**src/inc/rmiip_map.vh**
```
`ifndef RMIIP_MAP_VH
`define RMIIP_MAP_VH
// reference clock figures (bench link clock period 160 ns)
`define RMIIP_REF_FREQ_MHZ 50
`define RMIIP_SYS_FREQ_MHZ 100
// management clock half period in system cycles
`define RMIIP_MDC_HALF 8'h04
// preamble and start-of-frame bytes
`define RMIIP_PREAMBLE 8'h55
`define RMIIP_SFD 8'hD5
`define RMIIP_PREAMBLE_LEN 4'h7
// management frame length in bits: 32 preamble + 32 body
`define RMIIP_MGMT_BITS 7'h40
// bit position where the read turnaround starts (read frames release the line)
`define RMIIP_MGMT_TA_BIT 7'h2E
`endif

```
**src/rmiip_mac.v**
```verilog
`include "rmiip_map.vh"
`default_nettype none
// Summary of operation
// mac drives management clock; management data captured on its rising edges
// management data line is two-way, carrying control and status
// transmit data leaves two bits at a time on tx_dibit
// tx_frame_enable rises together with the first preamble di-bit
// tx_frame_enable stays high over all frame di-bits, falls after last; mac keeps it high when the next frame's first byte is already buffered
// enable and di-bits change only on reference clock rising edges
// phy supplies 50 MHz reference clock, 50 ppm, 35 percent phases; the bench phy model supplies a 160 ns period instead
// phy delivers receive data two bits at a time on rx_dibit
// phy raises carrier_valid whenever the medium is not idle
// phy drops carrier_valid synchronously and only on di-bit boundaries
// phy holds rx_symbol_error longer than one reference period
// error seen during a frame reports the frame as crc error
// receive pins sampled on reference clock rising edges
// first di-bit after carrier_valid rises starts preamble; lsb pair first
module rmiip_mac
(
    input wire SYS_CLK,
    input wire RST_N,
    input wire LINK_REF_CLOCK,
    input wire TX_VALID,
    output wire TX_READY,
    input wire [7:0] TX_DATA,
    input wire TX_LAST,
    output reg [1:0] TX_DIBIT,
    output reg TX_FRAME_ENABLE,
    input wire [1:0] RX_DIBIT,
    input wire CARRIER_VALID,
    input wire RX_SYMBOL_ERROR,
    output reg RX_VALID,
    output reg [7:0] RX_DATA,
    output reg RX_END,
    output reg RX_CRC_ERROR,
    input wire MGMT_START,
    input wire MGMT_READ,
    input wire [31:0] MGMT_WORD,
    output wire MGMT_BUSY,
    output reg [15:0] MGMT_RDATA,
    output reg MGMT_CLOCK_OUT,
    input wire MGMT_DATA_IN,
    output reg MGMT_DATA_OUT,
    output reg MGMT_DATA_OE
);
    localparam TX_IDLE = 3'b001;
    localparam TX_PRE = 3'b010;
    localparam TX_BODY = 3'b100;

    // ****************************************
    // pin synchronisers and reference edge
    // ****************************************
    reg [1:0] ref_sync;
    reg ref_prev;
    reg [1:0] rxd_s0, rxd_s1;
    reg crs_s0, crs_s1, err_s0, err_s1;
    reg mdi_s0, mdi_s1;
    wire ref_rise;
    // first stages are read only by second stages
    always @(posedge SYS_CLK or negedge RST_N)
    begin
        if (!RST_N)
        begin
            ref_sync <= 2'h0;
            ref_prev <= 1'b0;
            rxd_s0 <= 2'h0;
            rxd_s1 <= 2'h0;
            crs_s0 <= 1'b0;
            crs_s1 <= 1'b0;
            err_s0 <= 1'b0;
            err_s1 <= 1'b0;
            mdi_s0 <= 1'b0;
            mdi_s1 <= 1'b0;
        end
        else
        begin
            ref_sync <= {ref_sync[0], LINK_REF_CLOCK};
            ref_prev <= ref_sync[1];
            rxd_s0 <= RX_DIBIT;
            rxd_s1 <= rxd_s0;
            crs_s0 <= CARRIER_VALID;
            crs_s1 <= crs_s0;
            err_s0 <= RX_SYMBOL_ERROR;
            err_s1 <= err_s0;
            mdi_s0 <= MGMT_DATA_IN;
            mdi_s1 <= mdi_s0;
        end
    end
    // one-cycle enable on each reference rising edge
    assign ref_rise = ref_sync[1] & ~ref_prev;

    // ****************************************
    // two-entry transmit buffer
    // ****************************************
    reg [8:0] buf_mem [0:1];
    reg buf_wp, buf_rp;
    reg [1:0] buf_cnt;
    wire buf_pop;
    wire buf_push;
    assign TX_READY = (buf_cnt != 2'h2);
    assign buf_push = TX_VALID & TX_READY;
    // buffer absorbs a stall by the link while the user keeps a word ready
    always @(posedge SYS_CLK or negedge RST_N)
    begin
        if (!RST_N)
        begin
            buf_wp <= 1'b0;
            buf_rp <= 1'b0;
            buf_cnt <= 2'h0;
        end
        else
        begin
            if (buf_push)
                buf_wp <= ~buf_wp;
            if (buf_pop)
                buf_rp <= ~buf_rp;
            buf_cnt <= buf_cnt + {1'b0, buf_push} - {1'b0, buf_pop};
        end
    end
    always @(posedge SYS_CLK)
    begin
        if (buf_push)
            buf_mem[buf_wp] <= {TX_LAST, TX_DATA};
    end

    // ****************************************
    // transmit serialiser
    // ****************************************
    reg [2:0] tx_state;
    reg [8:0] tx_shift;
    reg [1:0] tx_pair;
    reg [3:0] tx_pre_cnt;
    wire pair_done;
    wire [7:0] pre_plain;
    wire [7:0] pre_byte;
    wire [7:0] pre_shifted;
    assign pair_done = (tx_pair == 2'h3);
    // the byte after seven preamble bytes is the start byte; pick the pair by position
    assign pre_plain = `RMIIP_PREAMBLE;
    assign pre_byte = (tx_pre_cnt == `RMIIP_PREAMBLE_LEN) ? `RMIIP_SFD : `RMIIP_PREAMBLE;
    assign pre_shifted = pre_byte >> {tx_pair, 1'b0};
    // a byte is taken from the buffer when a frame starts from idle and at a byte boundary of the body
    assign buf_pop = ref_rise & (buf_cnt != 2'h0) &
        ((tx_state == TX_IDLE) | ((tx_state == TX_BODY) & pair_done & ~tx_shift[8]));
    // pins move only on the reference enable, one di-bit per edge
    always @(posedge SYS_CLK or negedge RST_N)
    begin
        if (!RST_N)
        begin
            tx_state <= TX_IDLE;
            tx_shift <= 9'h000;
            tx_pair <= 2'h0;
            tx_pre_cnt <= 4'h0;
            TX_DIBIT <= 2'h0;
            TX_FRAME_ENABLE <= 1'b0;
        end
        else if (ref_rise)
        begin
            case (tx_state)
                TX_IDLE:
                begin
                    TX_DIBIT <= 2'h0;
                    TX_FRAME_ENABLE <= 1'b0;
                    if (buf_cnt != 2'h0)
                    begin
                        tx_shift <= buf_mem[buf_rp];
                        tx_state <= TX_PRE;
                        tx_pre_cnt <= 4'h0;
                        tx_pair <= 2'h1;
                        TX_DIBIT <= pre_plain[1:0];
                        TX_FRAME_ENABLE <= 1'b1;
                    end
                end
                TX_PRE:
                begin
                    tx_pair <= tx_pair + 2'h1;
                    TX_DIBIT <= pre_shifted[1:0];
                    if (pair_done)
                    begin
                        tx_pre_cnt <= tx_pre_cnt + 4'h1;
                        if (tx_pre_cnt == `RMIIP_PREAMBLE_LEN)
                            tx_state <= TX_BODY;
                    end
                end
                TX_BODY:
                begin
                    TX_FRAME_ENABLE <= 1'b1;
                    TX_DIBIT <= tx_shift[1:0];
                    tx_shift <= {tx_shift[8], 2'h0, tx_shift[7:2]};
                    tx_pair <= tx_pair + 2'h1;
                    if (pair_done)
                    begin
                        if (tx_shift[8])
                            tx_state <= TX_IDLE;
                        else if (buf_cnt != 2'h0)
                            tx_shift <= buf_mem[buf_rp];
                        else
                            tx_shift <= {1'b1, 8'h00}; // underrun: send one zero byte, then close the frame
                    end
                end
                default:
                    tx_state <= TX_IDLE;
            endcase
        end
    end

    // ****************************************
    // receive deserialiser
    // ****************************************
    reg rx_active, rx_in_body, rx_err_seen;
    reg [7:0] rx_shift;
    reg [1:0] rx_pair;
    // sampled once per reference rising edge; preamble dropped at the start byte
    always @(posedge SYS_CLK or negedge RST_N)
    begin
        if (!RST_N)
        begin
            rx_active <= 1'b0;
            rx_in_body <= 1'b0;
            rx_err_seen <= 1'b0;
            rx_shift <= 8'h00;
            rx_pair <= 2'h0;
            RX_VALID <= 1'b0;
            RX_DATA <= 8'h00;
            RX_END <= 1'b0;
            RX_CRC_ERROR <= 1'b0;
        end
        else
        begin
            RX_VALID <= 1'b0;
            RX_END <= 1'b0;
            if (ref_rise)
            begin
                if (crs_s1)
                begin
                    rx_active <= 1'b1;
                    if (err_s1)
                        rx_err_seen <= 1'b1;
                    rx_shift <= {rxd_s1, rx_shift[7:2]};
                    rx_pair <= rx_active ? rx_pair + 2'h1 : 2'h1;
                    if (!rx_in_body && {rxd_s1, rx_shift[7:2]} == `RMIIP_SFD)
                    begin
                        rx_in_body <= 1'b1;
                        rx_pair <= 2'h0;
                    end
                    else if (rx_in_body && rx_pair == 2'h3)
                    begin
                        RX_VALID <= 1'b1;
                        RX_DATA <= {rxd_s1, rx_shift[7:2]};
                    end
                end
                else if (rx_active)
                begin
                    // carrier falls on a di-bit boundary, so no partial pair is lost
                    rx_active <= 1'b0;
                    rx_in_body <= 1'b0;
                    rx_err_seen <= 1'b0;
                    rx_shift <= 8'h00; // stale bits could fake a start byte next frame
                    RX_END <= 1'b1;
                    RX_CRC_ERROR <= rx_err_seen | err_s1;
                end
            end
        end
    end

    // ****************************************
    // management clock and data line
    // ****************************************
    reg [7:0] md_div;
    reg [6:0] md_bit;
    reg md_run, md_read;
    reg [63:0] md_shift;
    assign MGMT_BUSY = md_run;
    // data changes on the falling edge so the phy captures on the rising one
    always @(posedge SYS_CLK or negedge RST_N)
    begin
        if (!RST_N)
        begin
            md_div <= 8'h00;
            md_bit <= 7'h00;
            md_run <= 1'b0;
            md_read <= 1'b0;
            md_shift <= 64'h0000000000000000;
            MGMT_RDATA <= 16'h0000;
            MGMT_CLOCK_OUT <= 1'b0;
            MGMT_DATA_OUT <= 1'b0;
            MGMT_DATA_OE <= 1'b0;
        end
        else if (!md_run)
        begin
            MGMT_CLOCK_OUT <= 1'b0;
            MGMT_DATA_OE <= 1'b0;
            if (MGMT_START)
            begin
                md_run <= 1'b1;
                md_read <= MGMT_READ;
                // the first preamble bit is put on the line now, so the rest shifts out
                md_shift <= {31'h7FFFFFFF, MGMT_WORD, 1'b0};
                md_bit <= 7'h00;
                md_div <= 8'h00;
                MGMT_DATA_OE <= 1'b1;
                MGMT_DATA_OUT <= 1'b1;
            end
        end
        else if (md_div == `RMIIP_MDC_HALF - 8'h01)
        begin
            md_div <= 8'h00;
            MGMT_CLOCK_OUT <= ~MGMT_CLOCK_OUT;
            if (!MGMT_CLOCK_OUT)
            begin
                // rising edge: read frames capture the phy's bit here
                if (md_read && md_bit > `RMIIP_MGMT_TA_BIT + 7'h01)
                    MGMT_RDATA <= {MGMT_RDATA[14:0], mdi_s1};
                md_bit <= md_bit + 7'h01;
            end
            else if (md_bit == `RMIIP_MGMT_BITS)
            begin
                md_run <= 1'b0;
                MGMT_DATA_OE <= 1'b0;
            end
            else
            begin
                MGMT_DATA_OUT <= md_shift[63];
                md_shift <= {md_shift[62:0], 1'b0};
                MGMT_DATA_OE <= ~(md_read && md_bit >= `RMIIP_MGMT_TA_BIT);
            end
        end
        else
            md_div <= md_div + 8'h01;
    end
endmodule // rmiip_mac
`default_nettype wire

```
**config.mk**
```make
export PLATFORM = sky130hd
export DESIGN_NAME = rmiip_mac
export DESIGN_NICKNAME = d
export VERILOG_FILES = /design/src/rmiip_mac.v
export VERILOG_INCLUDE_DIRS = /design/src /design/src/inc
export SDC_FILE = /design/constraint.sdc
export NUM_CORES = 1
export LEC_CHECK = 0
export BUFFER_PORTS_ARGS = -buffer_cell sky130_fd_sc_hd__buf_2
export CORE_MARGIN = 2
export CORE_UTILIZATION = 25
export DETAILED_ROUTE_END_ITERATION = 8
export PLACE_DENSITY = 0.52
export SYNTH_ARGS = -nofsm -noshare
export SYNTH_HDL_FRONTEND = slang
export SYNTH_SLANG_ARGS = --single-unit
export TNS_END_PERCENT = 1
```
**constraint.sdc**
```tcl
create_clock -name SYS_CLK -period 2.75 [get_ports SYS_CLK]
set_clock_uncertainty 0.05 [all_clocks]
set_input_delay 0.4125 -clock SYS_CLK [delete_from_list [all_inputs] [get_ports SYS_CLK]]
set_output_delay 0.4125 -clock SYS_CLK [all_outputs]
set_load 0.02 [all_outputs]
```
Word-level counts from Yosys, hierarchy flattened
Memories as Yosys holds them, arrays and structs flattened.
Cells that the tools add are included.
{ "word_totals": {"register_bits": 162, "ramBits": 18, "input_bits": 52, "output_inout_bits": 35, "wordCells": 186, "memories": 1} }
{ "memory_table": {"columns": ["name", "words", "width", "rd", "rd_clocked_by_memory_dff", "wr", "line", "text"], "rows": [
  ["buf_mem", 2, 9, 1, 0, 1, "rmiip_mac.v:95", "reg [8:0] buf_mem [0:1];"]
]} }
{ "op_classes": {"addsub": 7, "n_lt_le_gt_ge": 2, "eq_ne": 21, "shifts": 1, "n_mux": 68, "bitwise": 17, "n_reduce_logical": 31} }
{ "ops": {"columns": ["operator", "count"], "rows": [
  ["64-bit two-way mux", 5],
  ["8-bit two-way mux", 6],
  ["9-bit two-way mux", 4],
  ["1-bit two-way mux", 33],
  ["7-bit two-way mux", 4],
  ["4-bit AND reduction", 5],
  ["2-bit != test, second input constant", 9],
  ["9-bit one-hot mux with 2 select lines", 1],
  ["3-bit AND reduction", 6],
  ["3-bit two-way mux", 5],
  ["2-bit AND reduction", 6],
  ["2-bit nonzero test", 6],
  ["1-bit NOT", 9],
  ["3-bit one-hot mux with 3 select lines", 1],
  ["8-bit by 1-bit adder with 8-bit output, second input constant", 1],
  ["8-bit by 2-bit equality test with 1-bit output, second input constant", 1],
  ["8-bit equality test, second input constant", 1],
  ["4-bit two-way mux", 2],
  ["4-bit one-hot mux with 2 select lines", 1],
  ["8-bit by 3-bit right shift with 2-bit output", 1],
  ["7-bit by 1-bit adder with 7-bit output, second input constant", 1],
  ["7-bit equality test, second input constant", 1],
  ["7-bit by 6-bit >= comparator with 1-bit output, second input constant", 1],
  ["7-bit by 6-bit > comparator with 1-bit output, second input constant", 1],
  ["other kinds (21)", 36]
]} }

Logic depth before layout (Yosys ltp)
{ "depth": {"word_depth": 7, "ltp_mapped": 11, "depth_no_buf": 10} }

Worst setup path after synthesis
OpenSTA, ideal clock, no wires.
{ "synth_timing": {"path_kind": "register to register", "startpoint": "register md_div[0]", "endpoint": "register MGMT_RDATA[10]", "setup_time_ns": 0.125, "arrival_time_ns": 2.398, "slack_ns": 0.177, "path_stages_with_launch": 8, "n_path_buf": 2, "period_less_slack_ns": 2.573, "path_cell_list": "dfrtp_1 -> ha_1 -> or4b_1 -> clkbuf_2 -> or3_4 -> nor3_4 -> buf_12 -> mux2_4"} }
{ "synth_via": {"elab_chain_len": 2} }
{ "synth_lines": {"columns": ["item", "line", "text"], "rows": [
  ["from (decl)", "rmiip_mac.v:269", "reg [7:0] md_div;"],
  ["from (signal assigned)", "rmiip_mac.v:329", "md_div <= md_div + 8'h01;"],
  ["8-bit by 2-bit equality test with 1-bit output", "rmiip_mac.v:305", "else if (md_div == `RMIIP_MDC_HALF - 8'h01)"],
  ["4-bit AND reduction (no source line)", null, null],
  ["to (signal assigned)", "rmiip_mac.v:313", "MGMT_RDATA <= {MGMT_RDATA[14:0], mdi_s1};"],
  ["to (decl)", "rmiip_mac.v:40", "output reg [15:0] MGMT_RDATA,"]
]} }
Every way passes these cells.
A chain may end at the register's enable or synchronous reset.

Worst setup path after layout
{ "layout_timing": {"startpoint": "register md_div[0]", "endpoint": "register MGMT_RDATA[0]"} }
Same word-level chain as after synthesis.

==> flow_summary.ini <==
[power]
power.density_nw_per_um2 = 895
p_leak_uw = 0.00435
fin_total_pwr_uw = 8780
peakVddDrop_mv = 0.453

[logic_synthesis]
synth.area.top_cells = dfrtp_1 (48%), edfxtp_1 (6.6%), mux2_2 (4.7%), mux2i_1 (3.7%), a211oi_1 (2.9%)
ys_ff_latch = 177
synth_cell_types = 63
postSynthAreaPerCell_um2 = 11.0
synthArstFlopShare = 0.898
synth_edf_count = 18
yosysTopAreaCellShare = 0.485
synth_seq_area_share = 0.554
syn-cell-area_um2 = 8160
synthFlopType = dfrtp_1
synth_warnings = 0
synthCells = 743
yosys.area.top_type = dfrtp_1
synth_fp_nets = 804

[clock_network]
clkTransAtPathRegs_ps = 70
insertion_delay_ps = 440
cts_tree = built
cts.path.max_buffers = 2
root_buffer = clkbuf_16
cts-resized-gates = 0
ctsHtreeMaxLevel = 4
cts_sinks = 177
cts_buffers = 17

[sta]
period_needed_ps = 2470
setup_tns_ps = 0
rsz0062_at_grt = no
finalCritPeriodShare = 0.896
fmax_ghz = 0.406
fin_hold_ws_ps = 34.0
setup_viol = 0
hold_violations = 0
drv_slew = 0
worst_pin_slew_ps = 685
slew_headroom = 0.542

[place]
place_hpwl_um = 11200
portBuffers = 86
gp_congestion = 0.765

[floorplan]
core_um2 = 32400
die-area_um2 = 34100
start_util = 0.252
die_w_um = 185
dieHeight_um = 185
rows = 66
io_pins = 87

[critical_path]
crit_arrival_ps = 2740
startpoint_type = flop
critPathMaxFanout = 16
crit_required_ps = 3020
worstSetupPathType = reg -> reg
endpoint_kind = flop

[routing]
drtIter0Drc = 347
vias = 5850
wl_per_cell_um = 14.1
drtPass1Iterations = 4
ant_nets = 0
wl_um = 18000
avgViaCountPerCell = 4.58
remaining_drc_errors = 0

[cells_and_area]
final_core_util = 0.303
area_growth_pct = 20.2
drive_gt1_frac = 0.230
fin_nets = 882

[flow_run]
maxCapViolCount = 0

[min_path]
hold_path_class = in -> reg

[global_routing]
grt_max_degree = 66
antenna_found_initial = 2
grt_pass1_wl_um = 29600
track_usage = 0.110
grt_pass1_vias = 5647
grt.overflow.total = 0

[outcome]
status = complete, no violations
## cells in the mapped netlist (10+ instances only)
| library cell | count |
|---|---|
| a21oi_1 | 15 |
| inv_1 | 34 |
| nand2_1 | 43 |
| mux2_2 | 34 |
| clkbuf_1 | 46 |
| nand3_1 | 44 |
| mux2i_1 | 30 |
| edfxtp_1 | 18 |
| a211oi_1 | 31 |
| o21ai_0 | 44 |
| mux2_4 | 10 |
| a22o_1 | 11 |
| dfrtp_1 | 158 |
| nor2_1 | 39 |
| nor2b_1 | 36 |
| a31oi_1 | 33 |
## power by group
group          total [µW]  switching (µW)  internal (µW)
registers            4050             598           3450
clock network        2540            1030           1510
logic                2190            1130           1060
total                8780            2760           6020
## final timing paths
| kind | from | to | slack [ps] | cells past startpoint |
|---|---|---|---|---|
| max in group asynchronous | RST_N | MGMT_RDATA[14] | 1440 | 3 |
| max | md_div[0] | MGMT_RDATA[0] | 280 | 6 |
| min | CARRIER_VALID | crs_s0 | 30 | 1 |
| min in group asynchronous | RST_N | TX_FRAME_ENABLE | 320 | 2 |
| min reg2reg | mdi_s0 | mdi_s1 | 300 | 0 |
| max reg2reg | md_div[0] | MGMT_RDATA[0] | 280 | 6 |
## worst max-delay path, stage by stage, from the launching register on
cell	delay, ps
dfrtp_1	400
ha_1	220
or4b_1	470
or3_4	440
nor3_4	230
buf_12	190
mux2_2	340
## registers in the layout, summed over array words and instances, names as in the netlist, 6 cells and up
register    cells
tx_shift        9
MGMT_RDATA     16
RX_DATA         8
buf_mem        18
md_bit          7
rx_shift        6
md_div          8
md_shift       63
## stage by stage
stage	cell area (µm²)	instances	worst slack, ps
2_1_floorplan	8160	743	177
3_3_place_gp	9120	1238	309
3_5_place_dp	9120	1238	297
4_1_cts	9780	1273	262
5_1_grt	9800	1275	152
6_report	9800	1276	285
## layer usage
layer	up-vias	wire [µm]	global-route usage
li1	2830	-	-
met3	10	838	0.0379
met2	89	8490	0.174
met1	2919	8460	0.143
met5	-	11	0
met4	2	162	0.0321
## what timing repair did
| item | 4_1_cts | 5_1_grt |
|---|---|---|
| hold endpoints to repair | 15 | 2 |
| buffers inserted | 0 | 0 |
| hold buffers | 4 | 2 |
## logic make-up after synthesis
group	synth area share
adders and majority gates	0.0138
buffers and inverters	0.0425
AOI/OAI and AO/OA	0.138
xor gates and xnor gates	0.0107
DFF	0.554
and+or+nand+nor	0.139
muxes	0.102
## layout by cell type, fill, tap and decap left out, types with 10 or more instances in the layout
cell type    n
dfrtp_1    157
buf_2       85
o21ai_0     44
nand2_1     43
nand3_1     43
nor2_1      39
nor2b_1     36
inv_1       34
mux2_2      34
a31oi_1     33
a211oi_1    31
mux2i_1     30
edfxtp_1    18
clkbuf_16   18
buf_4       17
a21oi_1     15
a22o_1      11
mux2_4      10
## area by class of cell
cell class,count,area [µm²]
multi-input cells,479,3300
fillers,3366,22600
clock buffers,24,523
diodes,1,2.50
well taps,442,553
inverters,34,128
repair buffers,112,684
flip-flops and latches,177,4520
clock inverters,7,93.8
No activity file was read; power rests on OpenSTA's default activity.
